**config.mk**
```make
export PLATFORM = sky130hd
export DESIGN_NAME = retimer_prbs_and_vco_override_ctrl
export DESIGN_NICKNAME = d
export VERILOG_FILES = /design/src/hdl/retimer_ctrl_pkg.sv /design/src/hdl/bit_fifo.sv /design/src/hdl/retimer_prbs_and_vco_override_ctrl.sv
export SDC_FILE = /design/constraint.sdc
export NUM_CORES = 1
export LEC_CHECK = 0
export BUFFER_PORTS_ARGS = -buffer_cell sky130_fd_sc_hd__buf_2
export CORE_MARGIN = 1
export CORE_UTILIZATION = 60
export CTS_CLUSTER_SIZE = 10
export DETAILED_ROUTE_END_ITERATION = 8
export GPL_TIMING_DRIVEN = 0
export PLACE_DENSITY = 0.79
export RECOVER_POWER = 100
export SYNTH_ARGS = -nofsm -noshare
export SYNTH_HDL_FRONTEND = slang
export SYNTH_HIERARCHICAL = 1
export SYNTH_SLANG_ARGS = --single-unit
```
**constraint.sdc**
```tcl
create_clock -name core_clk -period 5.61 [get_ports core_clk]
set_input_delay 0.2805 -clock core_clk [delete_from_list [all_inputs] [get_ports core_clk]]
set_output_delay 0.2805 -clock core_clk [all_outputs]
set_load 0.01 [all_outputs]
```
**src/hdl/retimer_ctrl_pkg.sv**
```systemverilog
// constants, register map and carrier types of the retimer channel control
// assumes a byte-wide register port and a 200 MHz core clock
//
// Behaviour
// RULE1: divider override enable selects divider field
// RULE2: divider codes 0..4 mean 1,2,4,8,16
// RULE3: automatic divider follows incoming rate otherwise
// RULE4: pattern select 0 is 9-stage, 2 is 31-stage
// RULE5: generator enable bit activates generator logic
// RULE6: clock-load clear holds reset, set loads
// RULE7: clock gate bit lets generator advance
// RULE8: software follows the fixed generator start order
// RULE9: mux override plus code 4 sends pattern
// RULE10: vco stays locked whatever the mux selects
// RULE11: no signal powers down unless forced on
// RULE12: override bit plus zero pump field disables pump
// RULE13: cap override takes count from cap register
// RULE14: control voltage override uses voltage register value
// RULE15: software preserves earlier override bits when writing
// RULE16: override register resets and clears to zero
// RULE17: software picks ratio 1 for free run
// RULE18: software overrides divider only when free running
// RULE19: mux codes decode mute, slow clock, pattern, clocks, data
// RULE20: default field mutes output while unlocked
// RULE21: taps x9+x5+1 and x31+x28+1, non-zero seed
`default_nettype none
package retimer_ctrl_pkg;
  localparam logic [7:0] ADDR_VCO_CAP = 8'h08;
  localparam logic [7:0] ADDR_OVERRIDE = 8'h09;
  localparam logic [7:0] ADDR_PAT_GATE = 8'h0d;
  localparam logic [7:0] ADDR_SD_FORCE = 8'h14;
  localparam logic [7:0] ADDR_DIV_SEL = 8'h18;
  localparam logic [7:0] ADDR_CP_CTRL = 8'h1b;
  localparam logic [7:0] ADDR_OUT_SEL = 8'h1e;
  localparam logic [7:0] ADDR_CV_SET = 8'h1f;
  localparam logic [7:0] ADDR_PAT_CFG = 8'h30;

  localparam logic [7:0] RST_OVERRIDE = 8'h00;
  localparam logic [7:0] RST_OUT_SEL = 8'he0;
  localparam logic [7:0] RST_OTHER = 8'h00;

  localparam int DIV_LSB = 4;
  localparam int OUT_SEL_LSB = 5;
  localparam int PAT_EN_BIT = 4;
  localparam int PAT_LOAD_BIT = 3;
  localparam int PAT_GATE_BIT = 5;
  localparam int SD_FORCE_ON_BIT = 7;
  localparam int SD_FORCE_OFF_BIT = 6;
  localparam logic [2:0] DIV_MAX_CODE = 3'h4;

  localparam logic [1:0] PAT_SEL_9 = 2'h0;
  localparam logic [1:0] PAT_SEL_31 = 2'h2;
  localparam logic [30:0] PAT_SEED = 31'h7fff_ffff;

  localparam logic [2:0] MUX_RAW = 3'h0;
  localparam logic [2:0] MUX_RETIMED = 3'h1;
  localparam logic [2:0] MUX_ICLK = 3'h2;
  localparam logic [2:0] MUX_QCLK = 3'h3;
  localparam logic [2:0] MUX_PATTERN = 3'h4;
  localparam logic [2:0] MUX_SLOW_CLK = 3'h5;
  localparam logic [2:0] MUX_MUTE = 3'h7;

  localparam int CORE_CLK_MHZ = 200;
  localparam int SLOW_CLK_MHZ = 10;
  localparam int SLOW_HALF_CYC = CORE_CLK_MHZ / (2 * SLOW_CLK_MHZ);
  localparam int FIFO_DEPTH = 32;

  // bit order of the override register, bit 7 first
  typedef struct packed {
    logic cap_ov;
    logic cv_ov;
    logic mux_ov;
    logic qclk_en;
    logic cp_dis;
    logic div_ov;
    logic [1:0] unused;
  } override_t;

  typedef struct packed {
    logic charge_pump_en;
    logic cap_override;
    logic [4:0] cap_count;
    logic cv_override;
    logic [4:0] cv_value;
  } vco_ctrl_t;
endpackage
`default_nettype wire

```
**src/hdl/bit_fifo.sv**
```systemverilog
// synchronous fifo of flip-flops with valid/ready on both sides
// assumes one clock; flush empties it in one cycle
`timescale 1ns/10ps
`default_nettype none
module bit_fifo #(
  parameter int WIDTH = 1,
  parameter int DEPTH = 32
) (
  input wire logic clk,
  input wire logic rst,
  input wire logic flush,
  input wire logic in_valid,
  output logic in_ready,
  input wire logic [WIDTH-1:0] in_data,
  output logic out_valid,
  input wire logic out_ready,
  output logic [WIDTH-1:0] out_data
);
  localparam int AW = $clog2(DEPTH);
  logic [WIDTH-1:0] mem_q [DEPTH];
  logic [AW:0] wr_q;
  logic [AW:0] rd_q;
  wire full_w = (wr_q[AW] != rd_q[AW]) && (wr_q[AW-1:0] == rd_q[AW-1:0]);
  wire empty_w = (wr_q == rd_q);
  wire push_w = in_valid && !full_w;
  wire pop_w = out_ready && !empty_w;

  assign in_ready = !full_w;
  assign out_valid = !empty_w;
  assign out_data = mem_q[rd_q[AW-1:0]];

  always_ff @(posedge clk) begin
    if (push_w) begin
      mem_q[wr_q[AW-1:0]] <= in_data;
    end
  end

  always_ff @(posedge clk or posedge rst) begin
    if (rst) begin
      wr_q <= '0;
      rd_q <= '0;
    end else if (flush) begin
      wr_q <= '0;
      rd_q <= '0;
    end else begin
      wr_q <= wr_q + (AW+1)'(push_w);
      rd_q <= rd_q + (AW+1)'(pop_w);
    end
  end
endmodule
`default_nettype wire

```
**src/hdl/retimer_prbs_and_vco_override_ctrl.sv**
```systemverilog
// one retimer channel: override registers, divider choice, pattern
// generator, slow test clock and output multiplexer
// assumes all inputs synchronous to core_clk; one line bit per accepted cycle
`timescale 1ns/10ps
`default_nettype none
module retimer_prbs_and_vco_override_ctrl #(
  parameter int FIFO_DEPTH = retimer_ctrl_pkg::FIFO_DEPTH
) (
  input wire logic core_clk,
  input wire logic rst,
  input wire logic reg_wr,
  input wire logic reg_rd,
  input wire logic [7:0] reg_addr,
  input wire logic [7:0] reg_wdata,
  output logic [7:0] reg_rdata_q,
  input wire logic signal_present,
  input wire logic cdr_locked,
  input wire logic [2:0] rate_div_code,
  input wire logic raw_data_bit,
  input wire logic retimed_data_bit,
  input wire logic vco_in_phase_clock,
  input wire logic vco_quadrature_clock,
  input wire logic line_ready,
  output logic line_bit_q,
  output logic line_mute_q,
  output logic channel_enable_q,
  output logic vco_track_input_q,
  output logic [2:0] div_code_q,
  output logic [4:0] div_ratio_q,
  output retimer_ctrl_pkg::vco_ctrl_t vco_ctrl_q,
  output logic pattern_running_q
);
  ////////////////////////////////////////////////////////////////////////////
  // register file
  logic [7:0] cap_q, ovr_q, gate_q, sdf_q, div_q, cp_q, osel_q, cv_q, pcfg_q;
  retimer_ctrl_pkg::override_t ov_w;
  assign ov_w = retimer_ctrl_pkg::override_t'(ovr_q);

  wire wr_cap = reg_wr && (reg_addr == retimer_ctrl_pkg::ADDR_VCO_CAP);
  wire wr_ovr = reg_wr && (reg_addr == retimer_ctrl_pkg::ADDR_OVERRIDE);
  wire wr_gate = reg_wr && (reg_addr == retimer_ctrl_pkg::ADDR_PAT_GATE);
  wire wr_sdf = reg_wr && (reg_addr == retimer_ctrl_pkg::ADDR_SD_FORCE);
  wire wr_div = reg_wr && (reg_addr == retimer_ctrl_pkg::ADDR_DIV_SEL);
  wire wr_cp = reg_wr && (reg_addr == retimer_ctrl_pkg::ADDR_CP_CTRL);
  wire wr_osel = reg_wr && (reg_addr == retimer_ctrl_pkg::ADDR_OUT_SEL);
  wire wr_cv = reg_wr && (reg_addr == retimer_ctrl_pkg::ADDR_CV_SET);
  wire wr_pcfg = reg_wr && (reg_addr == retimer_ctrl_pkg::ADDR_PAT_CFG);

  // RULE16: override register reset
  always_ff @(posedge core_clk or posedge rst) begin
    if (rst) begin
      cap_q <= retimer_ctrl_pkg::RST_OTHER;
      ovr_q <= retimer_ctrl_pkg::RST_OVERRIDE;
      gate_q <= retimer_ctrl_pkg::RST_OTHER;
      sdf_q <= retimer_ctrl_pkg::RST_OTHER;
      div_q <= retimer_ctrl_pkg::RST_OTHER;
      cp_q <= retimer_ctrl_pkg::RST_OTHER;
      osel_q <= retimer_ctrl_pkg::RST_OUT_SEL;
      cv_q <= retimer_ctrl_pkg::RST_OTHER;
      pcfg_q <= retimer_ctrl_pkg::RST_OTHER;
    end else begin
      if (wr_cap) cap_q <= reg_wdata;
      if (wr_ovr) ovr_q <= reg_wdata;
      if (wr_gate) gate_q <= reg_wdata;
      if (wr_sdf) sdf_q <= reg_wdata;
      if (wr_div) div_q <= reg_wdata;
      if (wr_cp) cp_q <= reg_wdata;
      if (wr_osel) osel_q <= reg_wdata;
      if (wr_cv) cv_q <= reg_wdata;
      if (wr_pcfg) pcfg_q <= reg_wdata;
    end
  end

  logic [7:0] rd_mux_w;
  always_comb begin
    unique case (reg_addr)
      retimer_ctrl_pkg::ADDR_VCO_CAP: rd_mux_w = cap_q;
      retimer_ctrl_pkg::ADDR_OVERRIDE: rd_mux_w = ovr_q;
      retimer_ctrl_pkg::ADDR_PAT_GATE: rd_mux_w = gate_q;
      retimer_ctrl_pkg::ADDR_SD_FORCE: rd_mux_w = sdf_q;
      retimer_ctrl_pkg::ADDR_DIV_SEL: rd_mux_w = div_q;
      retimer_ctrl_pkg::ADDR_CP_CTRL: rd_mux_w = cp_q;
      retimer_ctrl_pkg::ADDR_OUT_SEL: rd_mux_w = osel_q;
      retimer_ctrl_pkg::ADDR_CV_SET: rd_mux_w = cv_q;
      retimer_ctrl_pkg::ADDR_PAT_CFG: rd_mux_w = pcfg_q;
      default: rd_mux_w = 8'h00;
    endcase
  end

  always_ff @(posedge core_clk or posedge rst) begin
    if (rst) reg_rdata_q <= 8'h00;
    else if (reg_rd) reg_rdata_q <= rd_mux_w;
  end

  ////////////////////////////////////////////////////////////////////////////
  // divider choice and free-run controls
  wire [2:0] div_field_w = div_q[retimer_ctrl_pkg::DIV_LSB +: 3];
  // RULE1: override picks field
  wire [2:0] div_src_w = ov_w.div_ov ? div_field_w : rate_div_code;
  // invalid codes leave the ratio where it was rather than glitch the vco
  wire div_ok_w = (div_src_w <= retimer_ctrl_pkg::DIV_MAX_CODE);
  // RULE11: forced detect
  wire force_off_w = sdf_q[retimer_ctrl_pkg::SD_FORCE_OFF_BIT];
  wire force_on_w = sdf_q[retimer_ctrl_pkg::SD_FORCE_ON_BIT] && !force_off_w;
  wire chan_en_w = !force_off_w && (force_on_w || signal_present);
  // RULE12: pump disable
  wire cp_on_w = !(ov_w.cp_dis && (cp_q[1:0] == 2'h0));
  retimer_ctrl_pkg::vco_ctrl_t vco_d;
  assign vco_d.charge_pump_en = cp_on_w;
  // RULE13: cap count override
  assign vco_d.cap_override = ov_w.cap_ov;
  assign vco_d.cap_count = cap_q[4:0];
  // RULE14: control voltage override
  assign vco_d.cv_override = ov_w.cv_ov;
  assign vco_d.cv_value = cv_q[4:0];

  always_ff @(posedge core_clk or posedge rst) begin
    if (rst) begin
      div_code_q <= 3'h0;
      div_ratio_q <= 5'h01;
      channel_enable_q <= 1'b0;
      vco_ctrl_q <= '0;
      vco_track_input_q <= 1'b0;
    end else begin
      // RULE3: automatic divider
      if (div_ok_w) begin
        div_code_q <= div_src_w;
        // RULE2: code to ratio
        div_ratio_q <= 5'(5'h01 << div_src_w);
      end
      channel_enable_q <= chan_en_w;
      vco_ctrl_q <= vco_d;
      // RULE10: lock ignores mux
      vco_track_input_q <= chan_en_w && cdr_locked && cp_on_w;
    end
  end

  ////////////////////////////////////////////////////////////////////////////
  // pattern generator sequence and shift register
  typedef enum logic [3:0] {
    PG_OFF = 4'b0001,
    PG_HELD = 4'b0010,
    PG_ARMED = 4'b0100,
    PG_RUN = 4'b1000
  } pg_state_t;
  pg_state_t pg_q, pg_d;
  logic [30:0] lfsr_q;

  wire pg_en_w = osel_q[retimer_ctrl_pkg::PAT_EN_BIT];
  wire pg_load_w = pcfg_q[retimer_ctrl_pkg::PAT_LOAD_BIT];
  wire pg_gate_w = gate_q[retimer_ctrl_pkg::PAT_GATE_BIT];
  wire [1:0] pg_sel_w = pcfg_q[1:0];
  wire sel9_w = (pg_sel_w == retimer_ctrl_pkg::PAT_SEL_9);
  wire sel31_w = (pg_sel_w == retimer_ctrl_pkg::PAT_SEL_31);
  // RULE21: feedback taps
  wire fb9_w = lfsr_q[8] ^ lfsr_q[4];
  wire fb31_w = lfsr_q[30] ^ lfsr_q[27];
  wire fb_w = sel9_w ? fb9_w : fb31_w;
  logic fifo_in_ready;
  // RULE4: only two legal selections
  wire pg_push_w = (pg_q == PG_RUN) && (sel9_w || sel31_w);
  wire pg_step_w = pg_push_w && fifo_in_ready;

  // RULE8: software start order
  always_comb begin
    pg_d = pg_q;
    unique case (pg_q)
      PG_OFF: if (pg_en_w) pg_d = pg_load_w ? PG_ARMED : PG_HELD;
      PG_HELD: if (pg_load_w) pg_d = PG_ARMED;
      PG_ARMED: if (!pg_load_w) pg_d = PG_HELD;
        else if (pg_gate_w) pg_d = PG_RUN;
      PG_RUN: if (!pg_load_w) pg_d = PG_HELD;
        else if (!pg_gate_w) pg_d = PG_ARMED;
    endcase
    // RULE5: enable dominates
    if (!pg_en_w) pg_d = PG_OFF;
  end

  always_ff @(posedge core_clk or posedge rst) begin
    if (rst) pg_q <= PG_OFF;
    else pg_q <= pg_d;
  end

  always_ff @(posedge core_clk or posedge rst) begin
    if (rst) begin
      lfsr_q <= retimer_ctrl_pkg::PAT_SEED;
      pattern_running_q <= 1'b0;
    end else begin
      pattern_running_q <= (pg_d == PG_RUN);
      // RULE6: held at seed
      if (pg_q == PG_OFF || pg_q == PG_HELD) begin
        lfsr_q <= retimer_ctrl_pkg::PAT_SEED;
      // RULE7: gated advance
      end else if (pg_step_w) begin
        if (sel9_w) lfsr_q <= {lfsr_q[30:9], lfsr_q[7:0], fb9_w};
        else lfsr_q <= {lfsr_q[29:0], fb31_w};
      end
    end
  end

  ////////////////////////////////////////////////////////////////////////////
  // pattern fifo, slow clock and output multiplexer
  wire [2:0] osel_w = osel_q[retimer_ctrl_pkg::OUT_SEL_LSB +: 3];
  // RULE20: unlocked default
  wire [2:0] eff_sel_w = (ov_w.mux_ov || !cdr_locked) ? osel_w :
    retimer_ctrl_pkg::MUX_RETIMED;
  // RULE9: pattern to line
  wire pat_sel_w = chan_en_w && (eff_sel_w == retimer_ctrl_pkg::MUX_PATTERN);
  logic fifo_out_valid;
  logic fifo_out_bit;
  wire fifo_pop_w = pat_sel_w && line_ready;

  bit_fifo #(.WIDTH(1), .DEPTH(FIFO_DEPTH)) u_pat_fifo (
    .clk(core_clk),
    .rst(rst),
    .flush(pg_q != PG_RUN && pg_q != PG_ARMED),
    .in_valid(pg_push_w),
    .in_ready(fifo_in_ready),
    .in_data(fb_w),
    .out_valid(fifo_out_valid),
    .out_ready(fifo_pop_w),
    .out_data(fifo_out_bit)
  );

  // slow clock is a divided enable toggle, so it never creates a clock domain
  logic [4:0] slow_cnt_q;
  logic slow_clk_q;
  wire slow_wrap_w = (slow_cnt_q == 5'(retimer_ctrl_pkg::SLOW_HALF_CYC - 1));
  always_ff @(posedge core_clk or posedge rst) begin
    if (rst) begin
      slow_cnt_q <= 5'h00;
      slow_clk_q <= 1'b0;
    end else begin
      slow_cnt_q <= slow_wrap_w ? 5'h00 : slow_cnt_q + 5'h01;
      if (slow_wrap_w) slow_clk_q <= ~slow_clk_q;
    end
  end

  // RULE19: mux decode
  logic mux_bit_w;
  logic mux_mute_w;
  always_comb begin
    mux_bit_w = 1'b0;
    mux_mute_w = 1'b0;
    unique case (eff_sel_w)
      retimer_ctrl_pkg::MUX_RAW: mux_bit_w = raw_data_bit;
      retimer_ctrl_pkg::MUX_RETIMED: mux_bit_w = retimed_data_bit;
      retimer_ctrl_pkg::MUX_ICLK: mux_bit_w = vco_in_phase_clock;
      retimer_ctrl_pkg::MUX_QCLK: mux_bit_w = vco_quadrature_clock;
      retimer_ctrl_pkg::MUX_PATTERN: begin
        mux_bit_w = fifo_out_bit;
        mux_mute_w = !fifo_out_valid;
      end
      retimer_ctrl_pkg::MUX_SLOW_CLK: mux_bit_w = slow_clk_q;
      default: mux_mute_w = 1'b1;
    endcase
    if (!chan_en_w) mux_mute_w = 1'b1;
  end

  always_ff @(posedge core_clk or posedge rst) begin
    if (rst) begin
      line_bit_q <= 1'b0;
      line_mute_q <= 1'b1;
    end else begin
      line_bit_q <= mux_mute_w ? 1'b0 : mux_bit_w;
      line_mute_q <= mux_mute_w;
    end
  end

  ////////////////////////////////////////////////////////////////////////////
  // checks
  property p_div_override;
    @(posedge core_clk) disable iff (rst)
      ov_w.div_ov && div_field_w <= 3'h4 |=> div_code_q == $past(div_field_w);
  endproperty
  a_div_override: assert property (p_div_override) // RULE1
    else $error("divider did not follow override field");

  property p_div_ratio;
    @(posedge core_clk) disable iff (rst)
      (ov_w.div_ov && div_field_w == 3'h4) |=> (div_ratio_q == 5'h10);
  endproperty
  a_div_ratio: assert property (p_div_ratio) // RULE2
    else $error("code 4 did not give ratio 16");

  property p_div_auto;
    @(posedge core_clk) disable iff (rst)
      (!ov_w.div_ov && rate_div_code <= 3'h4) |=>
        (div_code_q == $past(rate_div_code));
  endproperty
  a_div_auto: assert property (p_div_auto) // RULE3
    else $error("automatic divider not followed");

  property p_prbs9;
    @(posedge core_clk) disable iff (rst)
      (pg_step_w && sel9_w) |=>
        lfsr_q[8:0] == {$past(lfsr_q[7:0]), $past(lfsr_q[8] ^ lfsr_q[4])};
  endproperty
  a_prbs9: assert property (p_prbs9) // RULE4
    else $error("9-stage step wrong");

  property p_en_off;
    @(posedge core_clk) disable iff (rst)
      !pg_en_w |=> (pg_q == PG_OFF) && !pattern_running_q;
  endproperty
  a_en_off: assert property (p_en_off) // RULE5
    else $error("generator active while disabled");

  property p_load_hold;
    @(posedge core_clk) disable iff (rst)
      !pg_load_w ##1 !pg_load_w |=> (lfsr_q == retimer_ctrl_pkg::PAT_SEED);
  endproperty
  a_load_hold: assert property (p_load_hold) // RULE6
    else $error("generator not held at seed");

  property p_gate;
    @(posedge core_clk) disable iff (rst)
      !pg_gate_w |=> !pattern_running_q && (pg_q != PG_RUN);
  endproperty
  a_gate: assert property (p_gate) // RULE7
    else $error("generator advanced with gate closed");

  property p_pattern_out;
    @(posedge core_clk) disable iff (rst)
      (pat_sel_w && fifo_out_valid) |=>
        (line_bit_q == $past(fifo_out_bit)) && !line_mute_q;
  endproperty
  a_pattern_out: assert property (p_pattern_out) // RULE9
    else $error("pattern not driven on line");

  property p_chan_en;
    @(posedge core_clk) disable iff (rst)
      (!signal_present && sdf_q[7:6] == 2'b10) |=> channel_enable_q;
  endproperty
  a_chan_en: assert property (p_chan_en) // RULE11
    else $error("forced detect did not enable channel");

  property p_pump;
    @(posedge core_clk) disable iff (rst)
      (ov_w.cp_dis && cp_q[1:0] == 2'h0) |=>
        !vco_ctrl_q.charge_pump_en && !vco_track_input_q;
  endproperty
  a_pump: assert property (p_pump) // RULE12
    else $error("charge pump still enabled");

  property p_clear_all;
    @(posedge core_clk) disable iff (rst)
      (wr_ovr && reg_wdata == 8'h00) ##1 !wr_ovr |=>
        !vco_ctrl_q.cap_override && !vco_ctrl_q.cv_override;
  endproperty
  a_clear_all: assert property (p_clear_all) // RULE16
    else $error("overrides not cleared");

  property p_unlock_mute;
    @(posedge core_clk) disable iff (rst)
      (!ov_w.mux_ov && !cdr_locked && osel_w == 3'h7) |=> line_mute_q;
  endproperty
  a_unlock_mute: assert property (p_unlock_mute) // RULE20
    else $error("unlocked output not muted");

  c_pattern_run: cover property (@(posedge core_clk) disable iff (rst)
    pattern_running_q && pat_sel_w ##1 !line_mute_q);
  c_fifo_full: cover property (@(posedge core_clk) disable iff (rst)
    pg_push_w && !fifo_in_ready);
  c_free_run: cover property (@(posedge core_clk) disable iff (rst)
    ovr_q[7:2] == 6'h3f);
endmodule
`default_nettype wire

```
Yosys cells after proc, flatten, opt, wreduce, memory -nomap -nowiden
Memory sizes are Yosys's and may differ from the RTL's.
Index checks and enable logic that the tools add are counted.
- register bits after elaboration: 159
- bits in writable memories: 32
- bits of input ports: 30
- output and inout bits: 34
- logic and storage cells: 125
- memories: 1
- $add $sub $neg: 3
- $lt $le $gt $ge: 1
- eq/ne operators: 27
- shift-type cells: 1
- mux-type cells: 24
- bitwise logic cells: 3
- reductions and logical operators: 36
- memory list (memory ; words ; width ; rd ports ; clocked after Yosys merged registers in ; wr ports ; line ; RTL):
    u_pat_fifo.mem_q ; 32 ; 1 ; 1 ; 0 ; 1 ; bit_fifo.sv:20 ; logic [WIDTH-1:0] mem_q [DEPTH];
- operator list (kind ; count):
    two-way mux 31 bit ; 3
    one-hot mux 8 bit (9 select lines) ; 1
    == test 8 x 5 -> 1 bit (second input constant) ; 5
    == test 8 x 4 -> 1 bit (second input constant) ; 3
    two-way mux 4 bit ; 6
    logical AND 1 bit ; 21
    one-hot mux 4 bit (4 select lines) ; 1
    adder 6 x 1 -> 6 bit ; 2
    two-way mux 6 bit ; 2
    two-way mux 3 bit ; 3
    == test 4 bit (second input constant) ; 2
    == test 8 x 6 -> 1 bit (second input constant) ; 1
    == test 3 x 2 -> 1 bit (second input constant) ; 2
    == test 3 bit (second input constant) ; 2
    == test 6 bit ; 1
    one-hot mux 1 bit (6 select lines) ; 1
    adder 5 x 1 -> 5 bit (second input constant) ; 1
    == test 5 x 4 -> 1 bit (second input constant) ; 1
    == test 5 bit ; 1
    logical NOT 1 bit ; 5
    two-way mux 1 bit ; 5
    two-way mux 5 bit ; 1
    OR reduction 5 bit ; 1
    << shifter 1 x 3 -> 5 bit (first input constant) ; 1
    other kinds (18) ; 23

Logic depth before layout (Yosys ltp)
Gate-level depths: netlist of run 1.
- depth in word-level cells: 9
- depth in mapped cells: 12
- mapped depth without buffers: 10

Cells and area by module
The synthesis of run 1 kept the hierarchy.
- by module, submodules not included (module ; times used ; cells each ; area an instance (µm²) ; sequential area each (µm²)):
    retimer_prbs_and_vco_override_ctrl ; 1 ; 541 ; 6442.4 ; 3724.8
    bit_fifo ; 1 ; 196 ; 2208.4 ; 1261.2

Worst setup path after synthesis of run 1
No wires, ideal clock.
- path type: register to register
- start: register lfsr_q[27]
- end: memory u_pat_fifo.mem_q[0] (data pin)
- library setup time: 464 ps
- arrival time: 1941 ps
- data required time: 5146 ps
- setup slack: 3205 ps
- stages on the path, launching flop included: 3
- buffers on the path: 0
- period minus slack after synthesis: 2405 ps
- path through: dfstp_2 xnor2_1 o21ai_0
- cells in the longest elaborated chain, start to end: 2
- RTL lines (what ; line ; RTL):
    from (decl) ; retimer_prbs_and_vco_override_ctrl.sv:147 ; logic [30:0] lfsr_q;
    from (signal assigned) ; retimer_prbs_and_vco_override_ctrl.sv:186 ; lfsr_q <= retimer_ctrl_pkg::PAT_SEED;
    from (signal assigned) ; retimer_prbs_and_vco_override_ctrl.sv:192 ; lfsr_q <= retimer_ctrl_pkg::PAT_SEED;
    from (signal assigned) ; retimer_prbs_and_vco_override_ctrl.sv:195 ; if (sel9_w) lfsr_q <= {lfsr_q[30:9], lfsr_q[7:0], fb9_w};
    XOR 1 bit ; retimer_prbs_and_vco_override_ctrl.sv:157 ; wire fb31_w = lfsr_q[30] ^ lfsr_q[27];
    two-way mux 1 bit ; retimer_prbs_and_vco_override_ctrl.sv:158 ; wire fb_w = sel9_w ? fb9_w : fb31_w;
    net fb_w ; retimer_prbs_and_vco_override_ctrl.sv:158 ;
    to (decl) ; bit_fifo.sv:20 ;
The timed path passes the listed nets, and every way through them passes these cells.

Worst setup path in the final report of run 1
- start: input reg_addr[1]
- end: register pcfg_q[7]
- cells in the longest elaborated chain, start to end: 2
- RTL lines (what ; line ; RTL):
    from (decl) ; retimer_prbs_and_vco_override_ctrl.sv:13 ; input wire logic [7:0] reg_addr,
    == test 8 x 6 -> 1 bit ; retimer_prbs_and_vco_override_ctrl.sv:47 ; wire wr_pcfg = reg_wr && (reg_addr == retimer_ctrl_pkg::ADDR_PAT_CFG);
    logical AND 1 bit ; retimer_prbs_and_vco_override_ctrl.sv:47 ;
    to (signal assigned) ; retimer_prbs_and_vco_override_ctrl.sv:60 ; pcfg_q <= retimer_ctrl_pkg::RST_OTHER;
    to (signal assigned) ; retimer_prbs_and_vco_override_ctrl.sv:70 ; if (wr_pcfg) pcfg_q <= reg_wdata;
    to (decl) ; retimer_prbs_and_vco_override_ctrl.sv:35 ; logic [7:0] cap_q, ovr_q, gate_q, sdf_q, div_q, cp_q, osel_q, cv_q, pcfg_q;
Every way passes these cells.
A chain may end at the register's enable or synchronous reset.

==> results of run 1 <==
==> flip-flops by register name, indices dropped and copies added (netlist names), 8 cells and up <==
register          count
osel_q                8
sdf_q                 8
ov_w                  8
cp_q                  8
u_pat_fifo/mem_q     32
pcfg_q                8
lfsr_q               31
cap_q                 8
cv_q                  8
div_q                 8
reg_rdata_q           8
gate_q                8
vco_ctrl_q           13
==> worst max-delay path: stages <==
cell	delay, ns
clkbuf_1	0.12
or4_1	0.62
nor4_1	1.67
nand2_1	0.83
mux2_2	0.51
==> logic make-up after synthesis <==
family / Yosys count
AOI/OAI and AO/OA: 79
xor gates and xnor gates: 20
adders and majority gates: 6
buffers and inverters: 49
and+or+nand+nor: 293
DFF: 191
muxes: 99
==> final timing paths <==
check                                                to                          from  depth (start not counted)  slack, ns
max                               pcfg_q[7]$_DFFE_PP0P_                   reg_addr[1]                          5       1.90
max reg2reg                      lfsr_q[11]$_DFFE_PP1P_  u_pat_fifo/wr_q[0]$_DFF_PP0_                         12       2.74
max in group asynchronous         osel_q[7]$_DFFE_PP1P_                           rst                          4       3.43
min reg2reg                     vco_ctrl_q[8]$_DFF_PP0_          cap_q[2]$_DFFE_PP0P_                          0       0.41
min in group asynchronous  u_pat_fifo/wr_q[3]$_DFF_PP0_                           rst                          3       0.45
min                         vco_track_input_q$_DFF_PP0_                    cdr_locked                          2       0.10
==> layout by cell type, fill, tap and decap left out, types with 9 or more instances in the layout <==
cell       instances
dfrtp_1          122
mux2i_1           22
nor3_1            35
a22oi_1           19
nor2b_1           12
edfxtp_1          32
dfstp_2           35
buf_2             30
clkbuf_1          60
clkbuf_16         18
xor2_1            12
inv_1             11
nand3_1           53
mux2_2            76
nand2_1           99
nor2_1            40
nor4_1            14
o21ai_0           12
nand2b_1           9
==> timing repair <==
| action | CTS | global route |
|---|---|---|
| endpoints found under the hold margin | 26 | 0 |
| setup buffers | 0 | 0 |
| hold buffers | 1 | 0 |
==> power by group <==
| group | switching [uW] | internal [uW] |
|---|---|---|
| clock network | 525 | 645 |
| logic | 90.3 | 51.1 |
| registers | 23.9 | 1440 |
| total | 639 | 2140 |
==> cell usage after synthesis (9+ instances only) <==
cell,number
clkbuf_1,15
edfxtp_1,32
nor2_1,39
nor3_1,33
o21ai_0,12
xor2_1,12
nand3_1,50
nand2b_1,9
a22oi_1,19
dfstp_2,37
mux2_2,77
dfrtp_1,122
nor4_1,11
mux2i_1,22
nand2_1,97
inv_1,12
buf_2,10
nor2b_1,12
==> layer usage <==
| metal | share of wire (%) | wire [um] | global-route usage, % | vias up |
|---|---|---|---|---|
| met5 | 0 | 0 | 0 | - |
| met4 | 2.7 | 538 | 11.0 | 0 |
| met3 | 5.6 | 1100 | 5.71 | 45 |
| met2 | 50 | 9800 | 48.0 | 250 |
| met1 | 42 | 8140 | 36.4 | 3072 |
| li1 | - | - | - | 2823 |
==> through the flow <==
| step | total power, uW | utilization, % |
|---|---|---|
| 3_5_place_dp | 1640 | 66.0 |
| 3_3_place_gp | 1630 | 65.6 |
| 2_1_floorplan | 1580 | - |
| 4_1_cts | 2810 | 70.2 |
| 5_1_grt | 2870 | 68.8 |
| 6_report | 2780 | 68.8 |
==> final cells by class <==
cell class              instances  area (um^2)  area share, %
inverters                      13         50.0          0.520
repair buffers                 64          302           3.13
multi-input cells             497         3340           34.7
clock inverters                10         73.8          0.767
plain buffers                  36          141           1.47
clock buffers                  22          505           5.25
flip-flops and latches        191         4990           51.8
well taps                     180          225           2.34
==> results.txt, run 1 <==
----------------------------------------------------
[Run status]
  Result of the run ... finished with violations
  Violated checks ... max-capacitance violations, max-slew violations

[Routing]
  Number of detailed-route iterations in the first pass ... 6
  Vias per inst ... 6.11
  Number of nets with antenna violations after routing ... 0
  Total wire length ... 19600 um
  Number of DRC violations after detailed-routing iteration 0 ... 588
  Detailed-route via count ... 6190
  Number of design rule violations left after detail routing ... 0
  Routed WL per cell ... 19.3 um

[Timing]
  Final min period ... between 3 and 4 ns
  Achievable Freq ... roughly 270 MHz
  Worst path setup slack after routing ... roughly 1.9 ns
  Unrepaired setup endpoints after global routing ... false
  Worst relative slew slack ... -47.6%
  Worst Hold Margin ... 0.100 ns
  Pin slew with the least headroom to its limit ... 2.19 ns
  Clock skew ... 0.00734 ns
  Share of the cycle needed by the critical path after routing ... 66.1%
  Count of final setup violators ... 0
  Hold violation total from the final report ... 0
  Final Max Tran Viols ... 85
  Setup TNS ... 0 ns

[Synth]
  Synth Area in Simple Gates ... 17.5%
  Adder-Cell Fraction of Synth Area ... 0.868%
  Synth async-reset ratio ... a little over four fifths
  Yosys top cell by area ... dfrtp_1
  Largest family of logic cells by synthesized area ... simple AND/OR/NAND/NOR gates
  Gate count of the mapped netlist ... 737
  Yosys warns ... 6
  Ranking of synthesized cells by area ... dfrtp_1, dfstp_2, edfxtp_1, mux2_2, nand2_1
  Top flip-flop cell by instance count after synthesis ... dfrtp_1
  Number of library cell types mapped by synthesis ... 65
  Share of the synthesized area in the top cell type ... 35.3%
  Fraction of the mapped netlist area in compound gates ... 6.94%
  Net count after synthesis ... 773
  Sequential area share after synthesis ... roughly 58%
  Post-synthesis share of cell area spent on xor and xnor gates ... 2.02%
  Average cell area after synthesis ... 11.7 um^2
  FF+latch count, synth ... around 190
  Multiplexer area fraction after synthesis ... between 10% and 20%
  Number of enable-type register cells in the synthesized netlist ... 32
  Post-Syn Area ... 8650 um^2

[Setup path]
  Data required time at the worst endpoint ... 5.92 ns
  Worst setup path category ... in -> reg
  Launching element type of the critical path ... primary input
  Crit. End Element ... register
  Endpoint arrival time on the critical path ... 4.03 ns
  CP max FO ... 10

[Place]
  Placer congestion estimate ... 0.898
  Sum of net half-perimeters after detailed placement ... roughly 13000 um
  Cell total after placement ... 980
  Placed cell area ... 9230 um^2
  IO buf count ... between 60 and 70
  DP Worst Slack ... 2.99 ns

[Power and ir drop]
  Leakage power ... approximately 0.0042 uW
  Worst voltage drop across the vdd grid ... 0.228 mV
  Ratio of total power to cell area ... 289 nW/um^2

[CTS]
  Insertion delay of the later-clocked pin in the worst-skew pair ... 0.43 ns
  CTS clock-pin slew for the worst setup and hold paths ... 0.07 ns
  Clk root buf ... clkbuf_16
  Total CTS buffers ... 17
  TritonCTS clock tree ... built
  Deepest level of the CTS H-tree ... 4
  # clock sinks ... 191
  Cells resized by post-CTS repair ... 0
  Clock tree buffer depth ... 2

[Global routing]
  Number of antenna violations at the first check in global routing ... 0
  Gr ovfl total ... 0
  First-pass GRT wire length ... between 30000 and 40000 um
  Largest net degree at the start of global routing ... just over 100
  Via count of the first global-routing pass ... ~6200
  Combined global-route utilization of all metal layers ... 28.5%

[Die]
  Die ar. ... 14900 um^2
  Total number of placement rows ... 43
  Boundary Pins ... 64
  Starting density of the core ... between 60% and 70%
  Height of the die ... 122 um
  Width of the die ... 122 um
  Area of the core ... 14000 um^2

[Final layout]
  Number of nets in the final layout ... 856
  Count of placed standard cells in the final layout, fillers left out ... ~1000
  Total non-filler cell area in the finished layout ... 9620 um^2
  Layout fillers ... between 1000 and 1500
  Layout cell share with drive strength beyond 1 ... between 20% and 30%
  Synthesis-to-layout area growth ... 11.2%
  Antenna diode count ... 0

[Worst hold path]
  Worst min path class ... in -> reg

[Job]
  Maximum Capacitance Violations ... 5

----------------------------------------------------
(Power assumes the default switching activity.)
==> run 2: changes to the inputs <==
- CORE_UTILIZATION: 60 -> 54
- PLACE_DENSITY: 0.79 -> 0.76
- clock period: 5.61 -> 3.3 ns (I/O delays scaled with it)
==> run 2 against run 1 <==
The flow still finishes with violations (max-capacitance violations, max-slew violations). Largest power group unchanged. Combinational power rose by 71%. Clock power rose by 83%. Register-to-register slack got worse by 2.1 ns. Global-route usage fell by 4.0 points. Sequential power rose by 69%. Worst hold slack got worse by 0.019 ns. Critical path type is now reg -> reg. Clock skew barely moved. Critical endpoint is now lfsr_q[25]$_DFFE_PP1P_. Critical path depth rose by 7. Total power rose by 75%. Sequential share of layout area fell by 0.55 points.
==> results.txt, run 2 (synthesis results as in run 1) <==
----------------------------------------------------
[Routing]
  Number of detailed-route iterations in the first pass ... 6 (unchanged)
  Routed WL per cell ... 18.1 um (-6.4%)
  Total wire length ... 18900 um (-3.2%)
  Number of design rule violations left after detail routing ... 0 (unchanged)
  Number of DRC violations after detailed-routing iteration 0 ... 509 (-13%)
  Detailed-route via count ... 6110 (-1.3%)
  Vias per inst ... 5.84 (-4.5%)
  Number of nets with antenna violations after routing ... 0 (unchanged)

[Final layout]
  Number of nets in the final layout ... 859 (+0.35%)
  Layout cell share with drive strength beyond 1 ... 22.5% (+0.64 points)
  Commonest non-fill, non-tap cell in the layout ... dfrtp_1
  Most used cells in the layout excluding fill and tap cells ... dfrtp_1, nand2_1, mux2_2
  Register area ... 4990 um^2 (unchanged)
  Number of flip-flops in the largest register ... 32 (unchanged)
  Util after Layout ... 63.0% (-5.8 points)
  Count of placed standard cells in the final layout, fillers left out ... 1047 (+3.4%)
  Antenna diode count ... 0 (unchanged)
  Area of the multi-input gates ... 3350 um^2 (+0.30%)
  Layout fillers ... 1245 (+20%)
  Synthesis-to-layout area growth ... 12.4%

[CTS]
  TritonCTS clock tree ... built
  Clock tree buffer depth ... 2 (unchanged)
  # clock sinks ... 191 (unchanged)
  Clk root buf ... clkbuf_16
  Deepest level of the CTS H-tree ... 4 (unchanged)
  Cells resized by post-CTS repair ... 0 (unchanged)
  CTS clock-pin slew for the worst setup and hold paths ... 0.07 ns (about the same)
  Insertion delay of the later-clocked pin in the worst-skew pair ... 0.43 ns (about the same)
  Total CTS buffers ... 17 (unchanged)

[Timing]
  Worst relative slew slack ... -26.9% (+21 points)
  Count of final setup violators ... 0 (unchanged)
  Achievable Freq ... between 300 and 400 MHz
  Worst path setup slack after routing ... 0.626 ns (-1.27 ns)
  Pin slew with the least headroom to its limit ... 1.89 ns (-0.308 ns)
  Share of the cycle needed by the critical path after routing ... 81.0%
  Setup TNS ... 0 ns (unchanged)
  Final Max Tran Viols ... 18 (-79%)
  Clock skew ... 0.00748 ns (+0.000137 ns)
  Hold violation total from the final report ... 0 (unchanged)
  Final min period ... 2.67 ns
  Unrepaired setup endpoints after global routing ... false

[Place]
  IO buf count ... 61 (unchanged)
  Cell total after placement ... 1013 (+3.4%)
  Sum of net half-perimeters after detailed placement ... 13200 um (-1.3%)
  DP Worst Slack ... 0.733 ns (-2.26 ns)
  Placer congestion estimate ... 0.908 (+1.1%)

[Run status]
  Violated checks ... max-capacitance violations, max-slew violations
  Result of the run ... finished with violations

[Setup path]
  Worst setup path category ... reg -> reg
  Launching element type of the critical path ... register
  Data required time at the worst endpoint ... 3.66 ns (-2.26 ns)
  Endpoint arrival time on the critical path ... 3.04 ns (-0.99 ns)
  CP max FO ... 10 (unchanged)
  Critical path's largest stage delay ... 0.37 ns (-1.30 ns)
  Critical Path Sink ... lfsr_q[25]$_DFFE_PP1P_
  Crit-path cells ... clkbuf_1 > xor2_1 > nor3_1 > and3b_1 > buf_2 > inv_1 > and3_1 > clkbuf_1 > nand2_1 > clkbuf_1 > nand2_1 > nand3_1
  Crit. End Element ... register
  Timing startpoint of the critical path ... u_pat_fifo/wr_q[0]$_DFF_PP0_
  Setup slack on the worst flop-to-flop path ... 0.63 ns (-2.11 ns)
  Depth of the most critical reg-to-reg path ... 12 (unchanged)
  Worst reg2reg startpoint ... u_pat_fifo/wr_q[0]$_DFF_PP0_
  Most used cell along the critical path ... clkbuf_1
  Slowest CP cell ... clkbuf_1
  R2r endpoint ... lfsr_q[25]$_DFFE_PP1P_

[Die]
  Area of the core ... 15400 um^2 (+10%)
  Starting density of the core ... 56.1% (-5.8 points)
  Boundary Pins ... 64 (unchanged)
  Width of the die ... 129 um (+5.3%)
  Total number of placement rows ... 45 (+4.7%)
  Die ar. ... 16500 um^2 (+11%)
  Height of the die ... 129 um (+5.3%)

[Global routing]
  Via count of the first global-routing pass ... 6202 (-0.26%)
  Combined global-route utilization of all metal layers ... 24.5% (-4.0 points)
  First-pass GRT wire length ... 31000 um (-3.0%)
  Largest net degree at the start of global routing ... 46 (-55%)
  Gr ovfl total ... 0 (unchanged)
  Number of antenna violations at the first check in global routing ... 0 (unchanged)

[Power and ir drop]
  Worst voltage drop across the vdd grid ... 0.339 mV (+48%)
  Ratio of total power to cell area ... 501 nW/um^2 (+74%)
  Leakage power ... 0.00424 uW (+0.64%)

[Worst hold path]
  Worst min path class ... in -> reg

[Job]
  Maximum Capacitance Violations ... 2 (-3)

----------------------------------------------------
run 2: cell types whose count changed in the layout (fill, tap and decap cells not counted), moves of 2 or more:
cell       delta
bufinv_16     +3
clkbuf_2      +2
clkbuf_8      -3
clkinv_2      -2
clkinv_4      +2
nor4_1        -2
nor4_2        +2
run 2: power breakdown:
group / internal (uW) / switching (uW)
logic: 87.4 / 154
registers: 2450 / 40.6
clock network: 1230 / 912
total: 3770 / 1110
run 2: timing repair:
| item | in CTS | in global routing |
|---|---|---|
| setup buffers | 0 | 0 |
| hold endpoints to repair | 17 | 0 |
| hold buffers | 2 | 0 |
| setup endpoints to repair | 0 | 0 |
run 2: worst min-delay path by stage:
stage	cells past startpoint	slack, ns	end	from
after global placement	2	0.23	u_pat_fifo/wr_q[1]$_DFF_PP0_	rst
final	3	0.08	reg_rdata_q[6]$_DFFE_PP0P_	reg_rd
after detailed placement	2	0.24	u_pat_fifo/wr_q[1]$_DFF_PP0_	rst
after floorplan	1	0.03	u_pat_fifo/rd_q[0]$_DFF_PP0_	rst
after global routing	2	0.09	sdf_q[2]$_DFFE_PP0P_	reg_wdata[2]
after CTS	3	0.07	channel_enable_q$_DFF_PP0_	signal_present
run 2: layout make-up:
class / instances / area share [%]
multi-input cells: 497 / 34.4
plain buffers: 36 / 1.47
clock buffers: 18 / 4.52
inverters: 13 / 0.515
clock inverters: 14 / 1.85
well taps: 211 / 2.71
repair buffers: 67 / 3.23
flip-flops and latches: 191 / 51.3
run 2: stage by stage:
stage	hold WS [ns]	power (uW)	instance area, um^2
detailed placement	0.240	2800	9300
floorplan	0.0297	2680	8650
CTS	0.0745	4940	9940
global route	0.0904	5040	9730
finish	0.0818	4870	9730
global placement	0.229	2780	9220
run 2: layer usage:
| metal | wire length (um) | up-vias | GRT usage (%) |
|---|---|---|---|
| li1 | - | 2828 | - |
| met1 | 8120 | 3029 | 31.8 |
| met2 | 9410 | 210 | 40.4 |
| met3 | 940 | 43 | 4.91 |
| met4 | 483 | 0 | 10.3 |
| met5 | 0 | - | 0 |
run 2: critical path: cells and delay by family, from the launching register on:
family | cells | cell delay, ns
buffers and inverters | 5 | 1.11
AND/OR/NAND/NOR | 6 | 1.01
flip-flops | 1 | 0.35
XOR/XNOR | 1 | 0.12
==> run 3: changes to the inputs <==
- CORE_UTILIZATION: 54 -> 60
- PLACE_DENSITY: 0.76 -> 0.79
- clock period: 3.3 -> 2.7 ns (I/O delays scaled with it)
==> run 3 against run 2 <==
Total power increased by 24%. Register-to-register slack lost 0.37 ns. The run now ends clean. Highest routed layer unchanged. Clock skew hardly changed. Combinational power up 25%. Sequential cell count stayed put. Critical path depth shrank 6.
==> results.txt, run 3 (synthesis results as in run 1) <==
----------------------------------------------------
[Run status]
  Result of the run ... completed

[Die]
  Height of the die ... 122 um (-5.1%)
  Starting density of the core ... 61.8% (+5.8 points)
  Width of the die ... 122 um (-5.1%)
  Boundary Pins ... 64 (unchanged)
  Die ar. ... 14900 um^2 (-9.8%)
  Area of the core ... 14000 um^2 (-9.3%)
  Total number of placement rows ... 43 (-4.4%)

[Setup path]
  Crit. End Element ... register
  CP max FO ... 10 (unchanged)
  Endpoint arrival time on the critical path ... 2.85 ns (-0.19 ns)
  Data required time at the worst endpoint ... 3.01 ns (-0.65 ns)
  Worst setup path category ... in -> reg
  Launching element type of the critical path ... primary input

[Final layout]
  Synthesis-to-layout area growth ... 12.7%
  Layout cell share with drive strength beyond 1 ... 23.6% (+1.1 points)
  Commonest non-fill, non-tap cell in the layout ... dfrtp_1
  Number of flip-flops in the largest register ... 32 (unchanged)
  Antenna diode count ... 0 (unchanged)
  Most used cells in the layout excluding fill and tap cells ... dfrtp_1, nand2_1, mux2_2
  Number of nets in the final layout ... 859 (unchanged)

[CTS]
  Total CTS buffers ... 17 (unchanged)
  Clk root buf ... clkbuf_16
  CTS clock-pin slew for the worst setup and hold paths ... 0.06 ns (about the same)
  # clock sinks ... 191 (unchanged)
  Insertion delay of the later-clocked pin in the worst-skew pair ... 0.43 ns (about the same)
  TritonCTS clock tree ... built
  Clock tree buffer depth ... 2 (unchanged)
  Deepest level of the CTS H-tree ... 4 (unchanged)

[Worst hold path]
  Worst min path class ... in -> reg

[Place]
  IO buf count ... 61 (unchanged)
  Placer congestion estimate ... 0.951 (+4.7%)
  Sum of net half-perimeters after detailed placement ... 13600 um (+3.2%)

[Routing]
  Number of DRC violations after detailed-routing iteration 0 ... 502 (-1.4%)
  Total wire length ... 19700 um (+3.8%)
  Detailed-route via count ... 6151 (+0.67%)
  Routed WL per cell ... 19.4 um (+7.0%)
  Number of nets with antenna violations after routing ... 0 (unchanged)
  Vias per inst ... 6.05 (+3.7%)
  Number of detailed-route iterations in the first pass ... 6 (unchanged)
  Number of design rule violations left after detail routing ... 0 (unchanged)

[Job]
  Maximum Capacitance Violations ... 0 (-2)

[Timing]
  Share of the cycle needed by the critical path after routing ... 93.8%
  Worst Hold Margin ... 0.0610 ns (-0.0209 ns)
  Count of final setup violators ... 0 (unchanged)
  Final min period ... 2.53 ns
  Clock skew ... 0.00750 ns (+0.0000169 ns)
  Unrepaired setup endpoints after global routing ... false
  Achievable Freq ... 395 MHz
  Final Max Tran Viols ... 0 (-18)
  Setup TNS ... 0 ns (unchanged)
  Worst relative slew slack ... 13.2% (+40 points)
  Hold violation total from the final report ... 0 (unchanged)
  Pin slew with the least headroom to its limit ... 1.29 ns (-0.595 ns)

[Power and ir drop]
  Power share of the sequential group ... 50.6% (-0.6 points)
  Worst voltage drop across the vdd grid ... 0.540 mV (+59%)
  Switching part of the total power ... 21.6% (-1.1 points)
  Net switching power of the design ... 1300 uW (+18%)
  Cell Int Power ... 4730 uW (+25%)
  Clock network fraction of design power ... 44.4% (+0.5 points)
  Leakage power ... 0.00429 uW (+1.2%)
  Relative contribution of combinational cells to total power ... 5.0% (about the same)
  Ratio of total power to cell area ... 619 nW/um^2 (+23%)

[Global routing]
  First-pass GRT wire length ... 31700 um (+2.3%)
  Via count of the first global-routing pass ... 6258 (+0.90%)
  Largest net degree at the start of global routing ... 46 (unchanged)
  Number of antenna violations at the first check in global routing ... 0 (unchanged)
  Combined global-route utilization of all metal layers ... 28.3% (+3.7 points)
  Gr ovfl total ... 0 (unchanged)

----------------------------------------------------
==> run 3: worst paths after layout <==
kind / from / to / slack (ns) / cells past startpoint
max: reg_addr[5] / div_q[7]$_DFFE_PP0P_ / 0.17 / 6
min: signal_present / channel_enable_q$_DFF_PP0_ / 0.06 / 3
max reg2reg: u_pat_fifo/wr_q[0]$_DFF_PP0_ / lfsr_q[30]$_DFFE_PP1P_ / 0.26 / 12
min reg2reg: cap_q[1]$_DFFE_PP0P_ / vco_ctrl_q[7]$_DFF_PP0_ / 0.40 / 0
max in group asynchronous: rst / div_q[7]$_DFFE_PP0P_ / 0.45 / 5
min in group asynchronous: rst / u_pat_fifo/wr_q[2]$_DFF_PP0_ / 0.31 / 3
==> run 3: cell type report <==
type                    instances  area (um^2)
flip-flops and latches        191         4990
fillers                      1053         4240
multi-input cells             497         3370
clock buffers                  24          514
repair buffers                 67          319
well taps                     180          225
plain buffers                  36          163
clock inverters                 8          124
inverters                      13         50.0
==> run 3: metal layers <==
metal | global-route usage (%) | wire, um
met4 | 13.6 | 563
met5 | 0 | 0
met1 | 34.6 | 7960
met2 | 47.7 | 10200
met3 | 5.99 | 953
==> run 3: what timing repair did <==
item                                   in CTS  in global routing
endpoints found under the hold margin      13                  0
hold buffers                                2                  0
setup endpoints to repair                   0                 20
resized for setup                           0                  6
buffers inserted                            0                  0
==> run 3: power by group through the flow <==
stage | clock, uW | combinational, uW | sequential, uW
3_5_place_dp | 0 | 320 | 3100
3_3_place_gp | 0 | 297 | 3100
4_1_cts | 2690 | 324 | 3050
6_report | 2680 | 301 | 3050
5_1_grt | 2800 | 334 | 3060
2_1_floorplan | 0 | 184 | 3100
==> run 3: through the flow <==
| stage | setup slack, ns | std cells | area (um^2) | total power (uW) | util, % |
|---|---|---|---|---|---|
| after CTS | 0.0522 | 1016 | 9920 | 6060 | 70.9 |
| final | 0.168 | 1016 | 9750 | 6030 | 69.7 |
| after global routing | 0.0503 | 1016 | 9750 | 6190 | 69.7 |
| after global placement | -0.497 | 978 | 9190 | 3390 | 65.7 |
| after detailed placement | 0.105 | 982 | 9260 | 3420 | 66.2 |
| after floorplan | 0.295 | 737 | 8650 | 3280 | - |
==> run 3: worst max-delay path, cell delays in order <==
cell,delay [ns]
clkbuf_1,0.15
or4b_1,0.55
clkbuf_2,0.24
nor3_1,0.65
nand3_1,0.64
mux2_2,0.47
